## config.mk

```make
export PLATFORM = sky130hd
export DESIGN_NAME = fsim_top
export DESIGN_NICKNAME = d
export VERILOG_FILES = /design/src/fsim_life_counter.v /design/src/fsim_top.v
export VERILOG_INCLUDE_DIRS = /design/src
export SDC_FILE = /design/constraint.sdc
export NUM_CORES = 1
export LEC_CHECK = 0
export ABC_AREA = 1
export BUFFER_PORTS_ARGS = -buffer_cell sky130_fd_sc_hd__buf_2
export CAP_MARGIN = 20
export CORE_AREA = 2 2 145 147
export DETAILED_ROUTE_END_ITERATION = 16
export DIE_AREA = 0 0 147 149
export PLACE_DENSITY = 0.85
export SETUP_SLACK_MARGIN = 0.02
export SLEW_MARGIN = 20
export SYNTH_ARGS = -nofsm -noshare
export SYNTH_HDL_FRONTEND = slang
export SYNTH_SLANG_ARGS = --single-unit
```

## constraint.sdc

```tcl
create_clock -name clk -period 3.46 [get_ports clk]
set_input_delay 0.346 -clock clk [delete_from_list [all_inputs] [get_ports clk]]
set_output_delay 0.346 -clock clk [all_outputs]
set_load 0.005 [all_outputs]
```

## src/fsim_regs.vh

```
`ifndef FSIM_REGS_VH
`define FSIM_REGS_VH

// Register byte offsets on the Wishbone slave.
`define FSIM_OFF_CTRL       8'h00
`define FSIM_OFF_RST_SEL    8'h04
`define FSIM_OFF_STATUS     8'h08
`define FSIM_OFF_NOTE       8'h0C
`define FSIM_OFF_IRQ_STAT   8'h10
`define FSIM_OFF_IRQ_CLR    8'h14
`define FSIM_OFF_IRQ_EN     8'h18

// Control register fields.
`define FSIM_CTRL_FAN_LSB   0
`define FSIM_CTRL_DCL_LSB   2
`define FSIM_MODE_W         2

// Notification modes and their reset value.
`define FSIM_MODE_NONE      2'h0
`define FSIM_MODE_NOTE      2'h1
`define FSIM_MODE_WARN      2'h2
`define FSIM_MODE_RESET     2'h1

// Reset selector values.
`define FSIM_RSEL_NONE      2'h0
`define FSIM_RSEL_DCL       2'h1
`define FSIM_RSEL_FAN       2'h2

// Status register fields.
`define FSIM_ST_FAN_PCT_LSB 0
`define FSIM_ST_DCL_PCT_LSB 8
`define FSIM_ST_FAN_EXP     16
`define FSIM_ST_DCL_EXP     17

// Interrupt bits, shared by status, clear and enable.
`define FSIM_IRQ_FAN        0
`define FSIM_IRQ_DCL        1
`define FSIM_IRQ_W          2

// Maintenance note codes.
`define FSIM_NOTE_W         16
`define FSIM_NOTE_NONE      16'h0000
`define FSIM_NOTE_DCL       16'h0001
`define FSIM_NOTE_FAN       16'h0002

// Percentage range.
`define FSIM_PCT_W          7
`define FSIM_PCT_FULL       7'h64

// Capacitor temperature aging: weight doubles every step above the base, up to the maximum shift.
`define FSIM_TEMP_BASE      8'h28
`define FSIM_TEMP_STEP      8'h0A
`define FSIM_TEMP_MAX_SHIFT 4'h8

`endif

```

## src/fsim_life_counter.v

```verilog
`timescale 1ns/1ns
`include "fsim_regs.vh"

// Remaining-life counter: accumulates wear and steps a percentage down to zero.
module fsim_life_counter #(
	parameter INC_W = 16,
	parameter ACC_W = 40,
	parameter [ACC_W-1:0] STEP = 40'h0100000000
)(
	input  wire                   clk,       // System clock.
	input  wire                   rst_n,     // Asynchronous reset, active low.
	input  wire                   restore,   // One-cycle pulse, back to full.
	input  wire [INC_W-1:0]       wear_inc,  // Wear units added this cycle.
	output reg  [`FSIM_PCT_W-1:0] pct_r,     // Remaining life in percent.
	output reg                    expired_r  // High while the percentage is zero.
);

	reg  [ACC_W-1:0] acc_r;
	wire [ACC_W:0]   acc_sum;

	assign acc_sum = {1'b0, acc_r} + {{(ACC_W+1-INC_W){1'b0}}, wear_inc};

	// Restore wins over aging; at zero the count holds so it can never wrap.
	always @(posedge clk or negedge rst_n)
	begin
		if (!rst_n)
		begin
			acc_r     <= {ACC_W{1'b0}};
			pct_r     <= `FSIM_PCT_FULL;
			expired_r <= 1'b0;
		end
		else if (restore)
		begin
			acc_r     <= {ACC_W{1'b0}};
			pct_r     <= `FSIM_PCT_FULL;
			expired_r <= 1'b0;
		end
		else if (pct_r != {`FSIM_PCT_W{1'b0}})
		begin
			if (acc_sum >= {1'b0, STEP})
			begin
				acc_r     <= acc_sum[ACC_W-1:0] - STEP; // RULE13
				pct_r     <= pct_r - 7'h01;
				expired_r <= (pct_r == 7'h01);
			end
			else
			begin
				acc_r <= acc_sum[ACC_W-1:0];
			end
		end
		else
		begin
			expired_r <= 1'b1; // RULE13
		end
	end

endmodule // fsim_life_counter

```

## src/fsim_top.v

```verilog
`timescale 1ns/1ns
`include "fsim_regs.vh"

// Operation
// RULE1: fan life from speed and running time
// RULE2: mode 0 monitors only, no note, warning
// RULE3: mode 1 shows fan code on expiry
// RULE4: mode 2 adds warning, flag, panel indication
// RULE5: note shows no-service code when none due
// RULE6: warning offered internally and on digital output
// RULE7: operator selects mode 2 for warnings
// RULE8: remaining life in percent, zero means service
// RULE9: selector 0 leaves both counters alone
// RULE10: selector 1 restores DC-link to 100
// RULE11: selector 2 restores fan to 100
// RULE12: DC-link aging faster with capacitor temperature
// RULE13: percentage falls, saturates at zero, holds
module fsim_top #(
	parameter [39:0] FAN_STEP = 40'h0100000000,
	parameter [39:0] DCL_STEP = 40'h0100000000
)(
	input  wire        clk,             // System clock, 100 MHz.
	input  wire        rst_n,           // Asynchronous reset, active low.
	input  wire        wb_cyc_i,        // Wishbone cycle.
	input  wire        wb_stb_i,        // Wishbone strobe.
	input  wire        wb_we_i,         // Wishbone write enable.
	input  wire [7:0]  wb_adr_i,        // Wishbone byte address.
	input  wire [3:0]  wb_sel_i,        // Wishbone byte selects.
	input  wire [31:0] wb_dat_i,        // Wishbone write data.
	output reg  [31:0] wb_dat_o,        // Wishbone read data.
	output reg         wb_ack_o,        // Wishbone acknowledge.
	input  wire [15:0] fan_speed_i,     // Fan speed from the tacho logic, same clock.
	input  wire [7:0]  cap_temp_i,      // Capacitor temperature, same clock.
	input  wire        drive_run_i,     // Inverter in operation, from a pin.
	output reg  [15:0] maint_note_o,    // Maintenance note code.
	output reg         fan_warn_link_o, // Fan warning for internal linking.
	output reg         fan_warn_dout_o, // Fan warning for a digital output.
	output reg         dcl_warn_o,      // DC-link warning.
	output reg         panel_warn_o,    // Warning shown on the operator panel.
	output reg         irq_o            // Level interrupt.
);

	reg  [`FSIM_MODE_W-1:0] fan_mode_r;
	reg  [`FSIM_MODE_W-1:0] dcl_mode_r;
	reg  [`FSIM_IRQ_W-1:0]  irq_stat_r;
	reg  [`FSIM_IRQ_W-1:0]  irq_en_r;
	reg  [`FSIM_IRQ_W-1:0]  irq_stat_nxt;
	reg                     run_meta_r;
	reg                     run_sync_r;
	reg                     fan_exp_d_r;
	reg                     dcl_exp_d_r;
	reg                     fan_restore_r;
	reg                     dcl_restore_r;
	reg  [31:0]             rd_nxt;
	reg  [15:0]             note_nxt;
	wire                    wr_go;
	wire                    req;
	wire [15:0]             fan_inc;
	wire [15:0]             dcl_inc;
	wire [`FSIM_PCT_W-1:0]  fan_pct;
	wire [`FSIM_PCT_W-1:0]  dcl_pct;
	wire                    fan_exp;
	wire                    dcl_exp;
	wire                    fan_note;
	wire                    dcl_note;
	wire                    fan_warn;
	wire                    dcl_warn;
	wire [`FSIM_IRQ_W-1:0]  exp_event;
	wire [`FSIM_IRQ_W-1:0]  clr_bits;

	// Aging weight: doubles for each temperature step above the base, capped.
	function [15:0] temp_weight;
		input [7:0] temp;
		reg   [7:0] over;
		reg   [7:0] steps;
		reg   [3:0] shift;
		begin
			over  = 8'h00;
			shift = 4'h0;
			if (temp > `FSIM_TEMP_BASE)
				over = temp - `FSIM_TEMP_BASE;
			steps = over / `FSIM_TEMP_STEP;
			// The cap keeps the weight inside sixteen bits at any temperature.
			if (steps > {4'h0, `FSIM_TEMP_MAX_SHIFT})
				shift = `FSIM_TEMP_MAX_SHIFT;
			else
				shift = steps[3:0];
			temp_weight = 16'h0001 << shift;
		end
	endfunction

	// Mode test, used by the note decisions; warnings compare against mode 2 directly.
	function mode_at_least;
		input [`FSIM_MODE_W-1:0] mode;
		input [`FSIM_MODE_W-1:0] level;
		begin
			mode_at_least = (mode >= level) && (mode <= `FSIM_MODE_WARN);
		end
	endfunction

	// The run pin is asynchronous, so it passes two flip-flops first.
	always @(posedge clk or negedge rst_n)
	begin
		if (!rst_n)
		begin
			run_meta_r <= 1'b0;
			run_sync_r <= 1'b0;
		end
		else
		begin
			run_meta_r <= drive_run_i;
			run_sync_r <= run_meta_r;
		end
	end

	// Fan wear grows with speed each cycle; a stopped fan adds no running time.
	assign fan_inc = fan_speed_i; // RULE1

	// Capacitors age only while the drive runs; off-time aging is not seen here.
	assign dcl_inc = run_sync_r ? temp_weight(cap_temp_i) : 16'h0000; // RULE12

	// Fan counter: wear is speed summed over running time.
	fsim_life_counter #(
		.INC_W (16),
		.ACC_W (40),
		.STEP  (FAN_STEP)
	) u_fan_life (
		.clk       (clk),
		.rst_n     (rst_n),
		.restore   (fan_restore_r),
		.wear_inc  (fan_inc),
		.pct_r     (fan_pct),
		.expired_r (fan_exp)
	);

	// DC-link counter: its own step lets the two intervals be scaled apart.
	fsim_life_counter #(
		.INC_W (16),
		.ACC_W (40),
		.STEP  (DCL_STEP)
	) u_dcl_life (
		.clk       (clk),
		.rst_n     (rst_n),
		.restore   (dcl_restore_r),
		.wear_inc  (dcl_inc),
		.pct_r     (dcl_pct),
		.expired_r (dcl_exp)
	);

	// Mode 0 keeps counting but suppresses every note and warning.
	assign fan_note = fan_exp && mode_at_least(fan_mode_r, `FSIM_MODE_NOTE); // RULE2 RULE3
	assign dcl_note = dcl_exp && mode_at_least(dcl_mode_r, `FSIM_MODE_NOTE);
	assign fan_warn = fan_exp && (fan_mode_r == `FSIM_MODE_WARN); // RULE4 RULE7
	assign dcl_warn = dcl_exp && (dcl_mode_r == `FSIM_MODE_WARN);

	// One note code at a time; the fan wins when both are due.
	always @*
	begin
		note_nxt = `FSIM_NOTE_NONE; // RULE5
		if (fan_note)
			note_nxt = `FSIM_NOTE_FAN; // RULE3
		else if (dcl_note)
			note_nxt = `FSIM_NOTE_DCL;
	end

	// Outputs are registered so the pins never glitch on mode writes.
	always @(posedge clk or negedge rst_n)
	begin
		if (!rst_n)
		begin
			maint_note_o    <= `FSIM_NOTE_NONE;
			fan_warn_link_o <= 1'b0;
			fan_warn_dout_o <= 1'b0;
			dcl_warn_o      <= 1'b0;
			panel_warn_o    <= 1'b0;
			irq_o           <= 1'b0;
		end
		else
		begin
			maint_note_o    <= note_nxt;
			fan_warn_link_o <= fan_warn; // RULE6
			fan_warn_dout_o <= fan_warn; // RULE6
			dcl_warn_o      <= dcl_warn;
			panel_warn_o    <= fan_warn | dcl_warn; // RULE4
			// The next status is used so the line rises with the status bit.
			irq_o           <= |(irq_stat_nxt & irq_en_r);
		end
	end

	// Expiry events only count where the mode asks for a note or warning.
	assign exp_event[`FSIM_IRQ_FAN] = fan_note && !fan_exp_d_r;
	assign exp_event[`FSIM_IRQ_DCL] = dcl_note && !dcl_exp_d_r;

	// Bus handshake: a request is taken once, acked one cycle later.
	assign req   = wb_cyc_i && wb_stb_i;
	assign wr_go = req && wb_we_i && wb_ack_o;

	// Clear bits live in byte 0, so its select gates the clear strobe.
	assign clr_bits = (wr_go && wb_sel_i[0] && (wb_adr_i == `FSIM_OFF_IRQ_CLR)) ?
		wb_dat_i[`FSIM_IRQ_W-1:0] : {`FSIM_IRQ_W{1'b0}};

	// A new event in the clearing cycle survives: set beats clear.
	always @*
	begin
		irq_stat_nxt = (irq_stat_r & ~clr_bits) | exp_event;
	end

	// Sticky status and the delayed note flags that form the expiry edges.
	always @(posedge clk or negedge rst_n)
	begin
		if (!rst_n)
		begin
			irq_stat_r  <= {`FSIM_IRQ_W{1'b0}};
			fan_exp_d_r <= 1'b0;
			dcl_exp_d_r <= 1'b0;
		end
		else
		begin
			irq_stat_r  <= irq_stat_nxt;
			fan_exp_d_r <= fan_note;
			dcl_exp_d_r <= dcl_note;
		end
	end

	// Read multiplexer; unmapped and write-only offsets read as zero.
	always @*
	begin
		rd_nxt = 32'h00000000;
		if (wb_adr_i == `FSIM_OFF_CTRL)
		begin
			rd_nxt[`FSIM_CTRL_FAN_LSB+:`FSIM_MODE_W] = fan_mode_r;
			rd_nxt[`FSIM_CTRL_DCL_LSB+:`FSIM_MODE_W] = dcl_mode_r;
		end
		else if (wb_adr_i == `FSIM_OFF_STATUS)
		begin
			// Expiry flags sit beside the percentages so one read gives both.
			rd_nxt[`FSIM_ST_FAN_PCT_LSB+:`FSIM_PCT_W] = fan_pct; // RULE8
			rd_nxt[`FSIM_ST_DCL_PCT_LSB+:`FSIM_PCT_W] = dcl_pct;
			rd_nxt[`FSIM_ST_FAN_EXP]                  = fan_exp;
			rd_nxt[`FSIM_ST_DCL_EXP]                  = dcl_exp;
		end
		else if (wb_adr_i == `FSIM_OFF_NOTE)
			rd_nxt[15:0] = maint_note_o;
		else if (wb_adr_i == `FSIM_OFF_IRQ_STAT)
			rd_nxt[`FSIM_IRQ_W-1:0] = irq_stat_r;
		else if (wb_adr_i == `FSIM_OFF_IRQ_EN)
			rd_nxt[`FSIM_IRQ_W-1:0] = irq_en_r;
	end

	// Ack drops after one cycle even if strobe stays high, so no double take.
	always @(posedge clk or negedge rst_n)
	begin
		if (!rst_n)
		begin
			wb_ack_o <= 1'b0;
			wb_dat_o <= 32'h00000000;
		end
		else
		begin
			wb_ack_o <= req && !wb_ack_o;
			if (req && !wb_ack_o && !wb_we_i)
				wb_dat_o <= rd_nxt;
			else
				wb_dat_o <= 32'h00000000;
		end
	end

	// Register writes land on the edge where the master sees ack.
	always @(posedge clk or negedge rst_n)
	begin
		if (!rst_n)
		begin
			fan_mode_r    <= `FSIM_MODE_RESET;
			dcl_mode_r    <= `FSIM_MODE_RESET;
			irq_en_r      <= {`FSIM_IRQ_W{1'b0}};
			fan_restore_r <= 1'b0;
			dcl_restore_r <= 1'b0;
		end
		else
		begin
			fan_restore_r <= 1'b0; // RULE9
			dcl_restore_r <= 1'b0; // RULE9
			// Every field sits in byte 0, so a write without sel[0] is ignored.
			if (wr_go && wb_sel_i[0])
			begin
				if (wb_adr_i == `FSIM_OFF_CTRL)
				begin
					fan_mode_r <= wb_dat_i[`FSIM_CTRL_FAN_LSB+:`FSIM_MODE_W];
					dcl_mode_r <= wb_dat_i[`FSIM_CTRL_DCL_LSB+:`FSIM_MODE_W];
				end
				else if (wb_adr_i == `FSIM_OFF_RST_SEL)
				begin
					// Selector acts once per write and is not stored, so it reads zero.
					dcl_restore_r <= (wb_dat_i[31:0] == {30'h0, `FSIM_RSEL_DCL}); // RULE10
					fan_restore_r <= (wb_dat_i[31:0] == {30'h0, `FSIM_RSEL_FAN}); // RULE11
				end
				else if (wb_adr_i == `FSIM_OFF_IRQ_EN)
					irq_en_r <= wb_dat_i[`FSIM_IRQ_W-1:0];
			end
		end
	end

endmodule // fsim_top

```

Word-level counts from Yosys, hierarchy flattened

Index checks and enable logic that the tools add are counted.

Add/subtract/negate cells: 7
Divide/modulo/power cells: 1
Magnitude comparators: 8
Eq/ne operators: 14
Shifts and indexed selects: 1
Multiplexer cells: 42
Bitwise operators: 7
Reductions and logical operators: 31

Operators by type and width:

| kind                     | count |
|---|---|
| $mux W40                 | 6 |
| $add A40 B16 Y41         | 2 |
| $ge A41 B33 Y1 const B   | 2 |
| $sub A40 B33 Y40 const B | 2 |
| $mux W7                  | 8 |
| $eq A32 B1 Y1 const B    | 1 |
| $eq A32 B2 Y1 const B    | 1 |
| $mux W14                 | 2 |
| $eq A8 B5 Y1 const B     | 3 |
| $mux W18                 | 1 |
| $eq A8 B4 Y1 const B     | 2 |
| $mux W16                 | 1 |
| $shl A1 B4 Y16 const A   | 1 |
| $logic_and A1 B1 Y1      | 15 |
| $mux W1                  | 15 |
| $eq A7 B1 Y1 const B     | 2 |
| $reduce_bool A7 Y1       | 2 |
| $sub A7 B1 Y7 const B    | 2 |
| $mux W2                  | 6 |
| $div A8 B4 Y8 const B    | 1 |
| $eq A8 B3 Y1 const B     | 1 |
| $gt A8 B4 Y1 const B     | 1 |
| $gt A8 B6 Y1 const B     | 1 |
| $logic_not A8 Y1         | 1 |
| other kinds (17)         | 32 |

Bits in registers: 163
Input port bits: 74
Output and inout bits: 54
Word-level logic and storage cells: 134

Longest topological paths before layout

Gate-level depths: netlist (run 1).

Word-level depth: 12
Mapped depth: 49
Depth with buffers taken out: 49

Modules after synthesis

A second synthesis (run 1) with hierarchy kept.

Cell total of the unflattened synthesis: 1,764
Area total of the unflattened synthesis: 11,429.7 µm²

Modules (own cells, without submodules):

| module            | instances | cells an instance | area each (µm²) | sequential area each (µm²) |
|---|---|---|---|---|
| fsim_life_counter | 2         | 728               | 4,476.8         | 1,204.9 |
| fsim_top          | 1         | 308               | 2,476.1         | 903.4 |

Least setup slack after synthesis (run 1)

No wires, ideal clock.

Path type: in2reg
Start point: input cap_temp_i[3]
End point: register u_dcl_life.acc_r[32]
Setup time: 0.077 ns
Arrival time: 5.051 ns
Setup slack: -1.668 ns
Stages: 47
Path buffers: 1
Cell sequence: inv_1 ha_1 inv_1 nand2_1 nand2_1 inv_1 nand2_1 inv_1 ha_1 nand4_1 nand2_2 nand2_2 nand2_2 nand2_1 nand2_1 inv_2 nand2_4 nand2_2 (+11 left out) nand2_1 nand2_1 nand3_1 nand2_2 nand2_4 nor2_4 nand2_1 nand2_1 nand2_2 inv_2 ha_1 nand3_1 nor3_1 nand2_1 nand2_2 buf_6 nand3_1 o21ai_1

Longest elaborated chain between the ends: 12
Elaborated cells on any way between the ends: 14
Classes of those cells: 3 x add/sub; 1 x div; 3 x order compare; 1 x shift; 6 x mux

Ends and longest elaborated chain:

| element                                                               | RTL line                                       | source |
|---|---|---|
| start: declaration                                                    | fsim_top.v:33                                  | `input wire [7:0] cap_temp_i,` |
| $sub A8 B6 Y8 (no source line) / $gt A8 B6 Y1 (equally long branches) | --                                             |  |
| $mux W8 (*)                                                           | fsim_top.v:80                                  | `` if (temp > `FSIM_TEMP_BASE) `` |
| $div A8 B4 Y8 (no source line) (*)                                    | --                                             |  |
| $gt A8 B4 Y1                                                          | fsim_top.v:84                                  | `` if (steps > {4'h0, `FSIM_TEMP_MAX_SHIFT}) `` |
| $mux W4 (*)                                                           | fsim_top.v:84                                  |  |
| $shl A1 B4 Y16 (*)                                                    | fsim_top.v:88                                  | `temp_weight = 16'h0001 << shift;` |
| $mux W16 (*)                                                          | fsim_top.v:120                                 | `assign dcl_inc = run_sync_r ? temp_weight(cap_temp_i) : 16'h0000;` |
| $add A40 B16 Y41 (*)                                                  | fsim_life_counter.v:21                         | `assign acc_sum = {1'b0, acc_r} + {{(ACC_W+1-INC_W){1'b0}}, wear_inc};` |
| $sub A40 B33 Y40 / $ge A41 B33 Y1 (equally long branches)             | fsim_life_counter.v:42, fsim_life_counter.v:40 |  |
| $mux W40 (*)                                                          | fsim_life_counter.v:40                         | `if (acc_sum >= {1'b0, STEP})` |
| $mux W40 (*)                                                          | fsim_life_counter.v:38                         | `` else if (pct_r != {`FSIM_PCT_W{1'b0}}) `` |
| $mux W40 (*)                                                          | fsim_life_counter.v:32                         | `else if (restore)` |
| end signal: assignment                                                | fsim_life_counter.v:34                         | `acc_r <= {ACC_W{1'b0}};` |
| end signal: assignment                                                | fsim_life_counter.v:42                         | `acc_r <= acc_sum[ACC_W-1:0] - STEP;` |
| end signal: assignment                                                | fsim_life_counter.v:48                         | `acc_r <= acc_sum[ACC_W-1:0];` |
| end: declaration                                                      | fsim_life_counter.v:18                         | `reg [ACC_W-1:0] acc_r;` |

Mark *: on every way between the ends. The rest lies on a longest branch, timed or not. The select of a mux whose other input is x is not followed.
A chain may end at the register's enable or synchronous reset.

Worst setup path after layout (run 1)

Ends and elaborated chain as after synthesis.

==> results.cfg, run 1 <==
[clock_network]
clk_pin_slew_ns = 0.06
numCtsBuffers = 17
clk_latency_ns = 0.43
clkSinkCount = 132
h-tree-depth = 4
cts_tree = done
root_buffer = clkbuf_16
clk_path_buf_depth = 2

[timing]
skew_ns = 0.0134
slew_violations = 0
setup_ws_ns = -1.53
setup_viol = 45
slew-limit-headroom_pct = 32.3
period_minus_slack_ns = 4.99
max_freq_mhz = 200
hold_viol_final = 0
tightest_slew_ns = 1.01
period_share_pct = 144
grt_setup_unrepaired = true

[worst_setup_path]
startpoint = cap_temp_i[3]
critPathLaunchType = input pin
worstSetupEndpointType = flop
reg2reg_to = u_dcl_life.acc_r[32]
crit_path_end = u_dcl_life.acc_r[32]
crit_top_cell = nand2_2
r2r_slack_ns = -0.40
cp_data_arrival_time_ns = 5.31
critPathMaxStageDelay_ns = 0.35
reg2reg_depth = 29
path_class = in2reg
slowest_stage = fa_2
cp_max_fo = 6
required_ns = 3.79
r2r-start = run_sync_r

[drt]
drt-total-wl_um = 33400
avgRoutedWirePerCell_um = 15.8
drt-pass1-iter-count = 6
drtIter0Drc = 989
drc = 0
drt.antenna.violating_nets = 0
vias = 11706
routed_via_density = 5.52

[logic_synthesis]
synth_top_cell_by_area = dfrtp_1
synth-edff-count = 0
yosys_warnings = 0
synth-async-reset-ratio_pct = 100
ys_seq_area_share_pct = 30.8
ys_ff_latch = 132
synth_ff_type = dfrtp_1
netlist_area_um2 = 10800
synth_cell_type_count = 54
syn_avg_cell_area_um2 = 6.74
synthCells = 1596
yosys.area.top_type_share_pct = 28.8
yosysMostFrequentCell = nand2_1
synth_commonest_cells = 458 x nand2_1, 183 x inv_1, 148 x nor2_1
synthTopCellsByArea = dfrtp_1 29%, nand2_1 16%, inv_1 6.4%, nand3_1 6.2%, ha_1 5.3%

[status]
violations = setup timing
status = finished, violations left

[min_path]
hp-class = in2reg
hold_path_depth = 1
hold_start = drive_run_i

[die]
die-width_um = 147
start_util_pct = 52.4
die_h_um = 149
ioPinCount = 128
num_rows = 53
coreArea_um2 = 20600
die-area_um2 = 21900

[cells_and_area]
final_area_um2 = 14100
antenna_cells = 0
multi_input_area_um2 = 7400
layout.nets = 1953
drive_above_1_share_pct = 28.0
fillers = 1619
regArea_um2 = 3310
final_cells = 2119
syn_to_final_growth_pct = 30.6

[global_routing]
grt_pass1_wl_um = 52600
met3_usage_pct = 4.34
grt_use_total_pct = 29.3
grt_overflow = 0
busiest_layer = met2
antenna_found_initial = 0
grt_max_degree = 75
use_met2_pct = 51.6
grtUsageMet1_pct = 36.4
grt_pass1_vias = 11402

[placement]
dp_hpwl_um = 23100
place_area_um2 = 12300
gp_congestion = 1.00
dp.cells = 2045
post-place-ws_ns = -1.78
io_buffers = 94

[pwr]
leakagePower_uw = 0.00759
powerDensity_nw_per_um2 = 335
ir_drop_uv = 228

[run]
maxCapViolCount = 0
## routing by layer
layer  share of wire, %  wire [um]  up-vias
met5                  0          0        -
met4                3.6       1200        0
met3                6.0       1990      115
met2                 50      16800      492
met1                 40      13400     5488
li1                   -          -     5611
## worst min-delay path by stage
| stage | slack [ns] | to |
|---|---|---|
| floorplan | 0.05 | dcl_exp_d_r |
| CTS | 0.02 | run_meta_r |
| detailed placement | 0.35 | run_sync_r |
| global placement | 0.36 | u_fan_life.acc_r[0] |
| finish | 0.03 | run_meta_r |
| global route | 0.02 | run_meta_r |
## final cells by class
type / instances / area share [%]
Clock buffer: 19 / 3.15
Clock inverter: 13 / 0.988
Inverter: 200 / 5.41
Multi-Input combinational cell: 1245 / 52.6
Sequential cell: 132 / 23.6
Tap cell: 275 / 2.45
Timing Repair Buffer: 235 / 11.8
## critical path: cells and delay by family
family                   cells  cell delay [ns]
buffers and inverters       12             0.85
AO/OA/AOI/OAI                1             0.12
adder cells (fa/ha/maj)      5             1.11
AND/OR/NAND/NOR             29             2.84
## registers in the layout, summed over array words and instances (netlist names), 7 cells and up
signal,count
u_fan_life.pct_r,7
u_dcl_life.pct_r,7
u_dcl_life.acc_r,40
u_fan_life.acc_r,40
wb_dat_o,16
## cells in the final DEF (no fill, tap or decap), types with 10 or more instances in the layout
| cell type | count |
|---|---|
| buf_4 | 128 |
| nor2_1 | 128 |
| a21oi_1 | 40 |
| inv_2 | 19 |
| conb_1 | 37 |
| buf_2 | 90 |
| nand3_1 | 98 |
| nor4_1 | 12 |
| ha_1 | 34 |
| nand3_2 | 29 |
| nor3_1 | 32 |
| xor2_1 | 24 |
| o21ai_0 | 60 |
| nor2_4 | 14 |
| nand4_1 | 51 |
| o21ai_1 | 28 |
| clkbuf_16 | 17 |
| inv_1 | 174 |
| nand3_4 | 11 |
| o22ai_1 | 14 |
| nand2_4 | 12 |
| nand2_1 | 413 |
| nor3_2 | 10 |
| nand2_2 | 54 |
| dfrtp_1 | 124 |
| nand3b_1 | 10 |
| xnor2_1 | 18 |
| nor2_2 | 22 |
## stage by stage
stage / power, uW / TNS [ns] / util (%) / hold slack (ns)
3_3_place_gp: 2510 / -42.45 / 59.9 / 0.357
5_1_grt: 4890 / -45.96 / 68.4 / 0.0159
4_1_cts: 4510 / -26.68 / 65.6 / 0.0160
2_1_floorplan: 2170 / -28.96 / - / 0.0504
6_report: 4710 / -35.57 / 68.4 / 0.0288
3_5_place_dp: 2540 / -51.77 / 59.9 / 0.354
## timing repair
item	in CTS	in global routing
endpoints found under the hold margin	58	0
pin swaps	30	46
buffers inserted	20	20
resized for setup	94	99
setup endpoints to repair	44	61
hold buffers	1	0
gates cloned	1	0
## where the power goes
part | total (uW) | internal, uW | switching (uW) | leakage, uW
sequential | 1550 | 1550 | 1.38 | 0.00138
clock | 1840 | 1040 | 804 | 0.000289
combinational | 1320 | 566 | 754 | 0.00592
total | 4710 | 3150 | 1560 | 0.00759
## cell families (layout without fill, tap and decap cells)
kind of cell	after synthesis	in the layout	synth area share, %
fa+ha+maj	48	48	5.72
xor+xnor	61	61	5.59
simple gates	925	925	38.9
buf+inv	255	467	10.2
mux	1	1	0.0930
compound gates	173	173	8.66
other cells	1	37	0.0348
flops	132	132	30.8
(Power assumes the default switching activity.)
==> run 2, diff against run 1 <==
--- a/config.mk
+++ b/config.mk
@@ -7,7 +7,7 @@
 export NUM_CORES = 1
 export LEC_CHECK = 0
 export ABC_AREA = 1
-export BUFFER_PORTS_ARGS = -buffer_cell sky130_fd_sc_hd__buf_2
+export BUFFER_PORTS_ARGS = -buffer_cell sky130_fd_sc_hd__buf_4
 export CAP_MARGIN = 20
 export CORE_AREA = 2 2 145 147
 export DETAILED_ROUTE_END_ITERATION = 16
==> run 2 against run 1 <==
Compared with the run above: worst setup slack better by 0.15 ns; critical path depth decreased by 3; via count up 1.2%; clock power is 3% higher; register-to-register slack better by 0.25 ns; sequential power is essentially flat; first-iteration DRC count is 6.9% higher; the run still ends with setup timing left; clock-buffer cell count unchanged; final cell count down 0.61%; core utilization rose by 0.58 points; final area grew 0.84%.
==> results.cfg, run 2 (synthesized netlist as in run 1, its figures left out) <==
[status]
status = finished, violations left
violations = setup timing

[clock_network]
clk_latency_ns = 0.43
cts_tree = done
clk_path_buf_depth = 2
clkSinkCount = 132
numCtsBuffers = 17
h-tree-depth = 4
clk_pin_slew_ns = 0.07
root_buffer = clkbuf_16

[cells_and_area]
layout.nets = 1940
antenna_cells = 0
final_cells = 2106
post-route-util_pct = 69.0
final_area_um2 = 14200
fillers = 1620
final_common_cell = nand2_1
layout_common_cells = 417 x nand2_1, 207 x buf_4, 171 x inv_1, 127 x nor2_1, 124 x dfrtp_1
drive_above_1_share_pct = 26.9
top_regs = u_dcl_life.acc_r: 40 flops, u_fan_life.acc_r: 40 flops, wb_dat_o: 16 flops
syn_to_final_growth_pct = 31.7

[worst_setup_path]
critPathMaxStageDelay_ns = 0.25
worstSetupEndpointType = flop
crit_top_cell = nand2_1
path_class = in2reg
required_ns = 3.77
critPathLaunchType = input pin
cp_max_fo = 7
cp_data_arrival_time_ns = 5.14
slowest_stage = ha_4

[die]
die-width_um = 147
die-area_um2 = 21900
start_util_pct = 52.4
coreArea_um2 = 20600
ioPinCount = 128
die_h_um = 149
num_rows = 53

[timing]
period_minus_slack_ns = 4.83
slew-limit-headroom_pct = 31.8
slew_violations = 0
hold_viol_final = 0
tightest_slew_ns = 1.02
grt_setup_unrepaired = true
setup_viol = 44
setup_ws_ns = -1.37
holdWs_ns = 0.0167
period_share_pct = 140
max_freq_mhz = 207
skew_ns = 0.0132

[drt]
drt-pass1-iter-count = 8
drc = 0
vias = 11844
drt.antenna.violating_nets = 0
avgRoutedWirePerCell_um = 15.9
drt-total-wl_um = 33400
drtIter0Drc = 1057
routed_via_density = 5.62

[run]
maxCapViolCount = 0

[pwr]
leakagePower_uw = 0.00755
powerDensity_nw_per_um2 = 336
total_power_uw = 4760
ir_drop_uv = 260

[placement]
place_area_um2 = 12500
dp_hpwl_um = 22700
dp.cells = 2040
io_buffers = 94
gp_congestion = 1.02

[global_routing]
antenna_found_initial = 0
grt_pass1_wl_um = 51400
grt_max_degree = 115
grt_overflow = 0
grt_pass1_vias = 11296
grt_use_total_pct = 28.5

[min_path]
hp-class = in2async
[run 2: cell types whose count changed in the layout (fill, tap and decap cells not counted), sizes merged]
cell	change
buf	-13
bufinv	+1
clkbuf	+1
dlygate4sd3	-1
inv	-1
[run 2: what timing repair did]
item                       4_1_cts  5_1_grt
buffers inserted                14       22
gates cloned                     1        0
resized for setup               64      114
setup endpoints to repair       44       60
pin swaps                       46       49
hold buffers                     0        0
hold endpoints to repair         0        0
[run 2: final timing paths]
check	start	end	slack (ns)	cells past startpoint
setup / recovery	cap_temp_i[3]	u_dcl_life.pct_r[3]	-1.37	44
hold / removal	rst_n	u_fan_life.acc_r[0]	0.02	1
setup reg to reg	run_sync_r	u_dcl_life.pct_r[3]	-0.15	28
hold reg to reg	run_meta_r	run_sync_r	0.35	0
max in group asynchronous	rst_n	wb_dat_o[5]	2.64	2
min in group clk	drive_run_i	run_meta_r	0.04	1
[run 2: power by group]
| part | internal (uW) | leakage, uW | switching [uW] |
|---|---|---|---|
| combinational | 556 | 0.00588 | 766 |
| sequential | 1550 | 0.00138 | 1.50 |
| clock | 1110 | 0.000299 | 781 |
[run 2: layer usage]
metal	up-vias	wire (um)	track usage, %
li1	5585	-	-
met1	5530	13200	34.9
met2	595	16600	50.9
met3	134	2320	4.04
met4	0	1360	11.6
met5	-	0	0
[run 2: final cells by class]
cell class | count | area [um^2] | area share, %
multi-input combinational | 1245 | 7380 | 52.1
sequential | 132 | 3310 | 23.4
timing repair buffer | 222 | 1770 | 12.5
inverter | 200 | 766 | 5.40
clock buffer | 19 | 443 | 3.12
tap | 275 | 344 | 2.43
clock inverter | 13 | 164 | 1.16
[run 2: stage by stage]
stage	setup TNS [ns]	setup WS, ns
floorplan	-28.96	-1.42
global placement	-40.71	-1.48
detailed placement	-47.96	-1.70
CTS	-21.88	-1.07
global route	-44.00	-1.67
finish	-33.02	-1.37
[run 2: worst max-delay path, delay by kind of cell]
kind	cells	cell delay (ns)
simple gates	33	3.29
buf+inv	7	0.77
fa+ha+maj	2	0.38
compound gates	1	0.18
xor+xnor	1	0.16
==> run 3, diff against run 2 <==
==> constraint.sdc (replaced) <==
create_clock -name clk -period 3.46 [get_ports clk]
set_input_delay 0.519 -clock clk [delete_from_list [all_inputs] [get_ports clk]]
set_output_delay 0.519 -clock clk [all_outputs]
set_load 0.005 [all_outputs]
==> run 3 against run 2 <==
Compared with the run above: the flow still finishes with violations (setup timing); routed wire length increased by 6.8%; total power increased by 3.3%; fmax decreased by 7.6%; critical endpoint is now u_dcl_life.pct_r[2].
==> results.cfg, run 3 (synthesized netlist as in run 1, its figures left out) <==
[drt]
drc = 0
drt-pass1-iter-count = 9
drt.antenna.violating_nets = 0
avgRoutedWirePerCell_um = 16.7
drt-total-wl_um = 35700
drtIter0Drc = 1113
vias = 12056
routed_via_density = 5.65

[placement]
io_buffers = 94
dp_hpwl_um = 23400
gp_congestion = 0.968
post-place-ws_ns = -1.96

[global_routing]
grt_use_total_pct = 30.0
grt_pass1_wl_um = 53800
grt_pass1_vias = 11544
grt_max_degree = 74
antenna_found_initial = 0
grt_overflow = 0

[cells_and_area]
post-route-util_pct = 71.4
antenna_cells = 0
syn_to_final_growth_pct = 36.3
drive_above_1_share_pct = 29.9
top_regs = u_dcl_life.acc_r: 40 flops, u_fan_life.acc_r: 40 flops, wb_dat_o: 16 flops
final_common_cell = nand2_1
layout_common_cells = 408 x nand2_1, 224 x buf_4, 174 x inv_1, 124 x dfrtp_1, 118 x nor2_1
layout.nets = 1968

[worst_setup_path]
cp_data_arrival_time_ns = 5.61
critPathMaxStageDelay_ns = 0.25
slowest_stage = ha_4
required_ns = 3.84
crit_top_cell = nand2_2
cp_max_fo = 6
critPathLaunchType = input pin
worstSetupEndpointType = flop
path_class = in2reg
cp.buffers_inverters = 8
cpLargestDelayFamily = simple AND/OR/NAND/NOR gates

[timing]
period_share_pct = 151
tightest_slew_ns = 1.03
max_freq_mhz = 191
slew-limit-headroom_pct = 31.5
skew_ns = 0.0106
slew_violations = 0
setup_viol = 47
period_minus_slack_ns = 5.23
setup_ws_ns = -1.77
grt_setup_unrepaired = true
hold_viol_final = 0

[die]
ioPinCount = 128
num_rows = 53
coreArea_um2 = 20600
die-width_um = 147
start_util_pct = 52.4
die_h_um = 149
die-area_um2 = 21900

[pwr]
leakagePower_uw = 0.00779
ir_drop_uv = 300
powerDensity_nw_per_um2 = 335

[run]
maxCapViolCount = 0

[status]
violations = setup timing
status = finished, violations left

[clock_network]
clk_latency_ns = 0.45
hold_buffers = 0
clkSinkCount = 132
cts_tree = done
root_buffer = clkbuf_16
h-tree-depth = 4
clk_path_buf_depth = 2
clk_pin_slew_ns = 0.07
numCtsBuffers = 17

[min_path]
hp-class = in2async
run 3: cell types whose count changed in the layout (fill, tap and decap cells not counted), sizes merged:
| cell | delta |
|---|---|
| bufinv | -2 |
| clkbuf | -1 |
| clkinv | +1 |
| buf | +28 |
| inv | +2 |
run 3: timing repair:
item,in CTS,in global routing
endpoints found under the setup margin,47,63
setup buffers,24,22
gates resized for setup,120,133
pin swaps,41,67
gates cloned,0,1
run 3: power breakdown:
group / total, uW / internal [uW] / switching (uW) / leakage [uW]
sequential: 1550 / 1550 / 1.49 / 0.00138
clock: 1820 / 973 / 845 / 0.000287
combinational: 1550 / 678 / 874 / 0.00612
total: 4920 / 3200 / 1720 / 0.00779
run 3: per-stage QoR:
step           hold slack (ns)  area, um^2  cells  total power, uW  TNS [ns]
4_1_cts                  0.136       13900   2113             4600    -31.37
3_3_place_gp             0.333       12600   2058             2540    -50.66
6_report                0.0628       14700   2134             4920    -48.06
5_1_grt                  0.138       14700   2134             5080    -56.86
3_5_place_dp             0.336       12600   2058             2570    -60.79
2_1_floorplan            0.223       11100   1632             2170    -36.65
run 3: routing by layer:
layer	wire, um	up-vias	global-route usage, %
li1	-	5631	-
met1	13800	5650	35.8
met2	17900	608	53.8
met3	2280	167	4.19
met4	1720	0	14.0
met5	0	-	0
run 3: final cells by class:
type	instances	area (um^2)
Tap cell	275	344
Clock inverter	14	136
Clock buffer	18	439
Sequential cell	132	3310
Multi-Input combinational cell	1245	7670
Fill cell	1531	5890
Timing Repair Buffer	250	2010
Inverter	200	763
run 3: path summary, 6_finish.rpt:
kind,start,to,slack (ns),cells past startpoint
setup / recovery,cap_temp_i[0],u_dcl_life.pct_r[2],-1.77,42
hold / removal,rst_n,u_fan_life.acc_r[0],0.06,1
setup reg to reg,run_sync_r,u_dcl_life.pct_r[2],-0.40,28
hold reg to reg,run_meta_r,run_sync_r,0.35,0
max in group asynchronous,rst_n,u_dcl_life.pct_r[2],2.47,2
min in group clk,drive_run_i,run_meta_r,0.18,1
run 3: worst reg2reg max path: cells and delay by family (launching register included):
family	cells	cell delay, ns
adders and majority gates	3	0.71
DFF	1	0.39
and+or+nand+nor	19	2.12
buffers and inverters	6	0.58
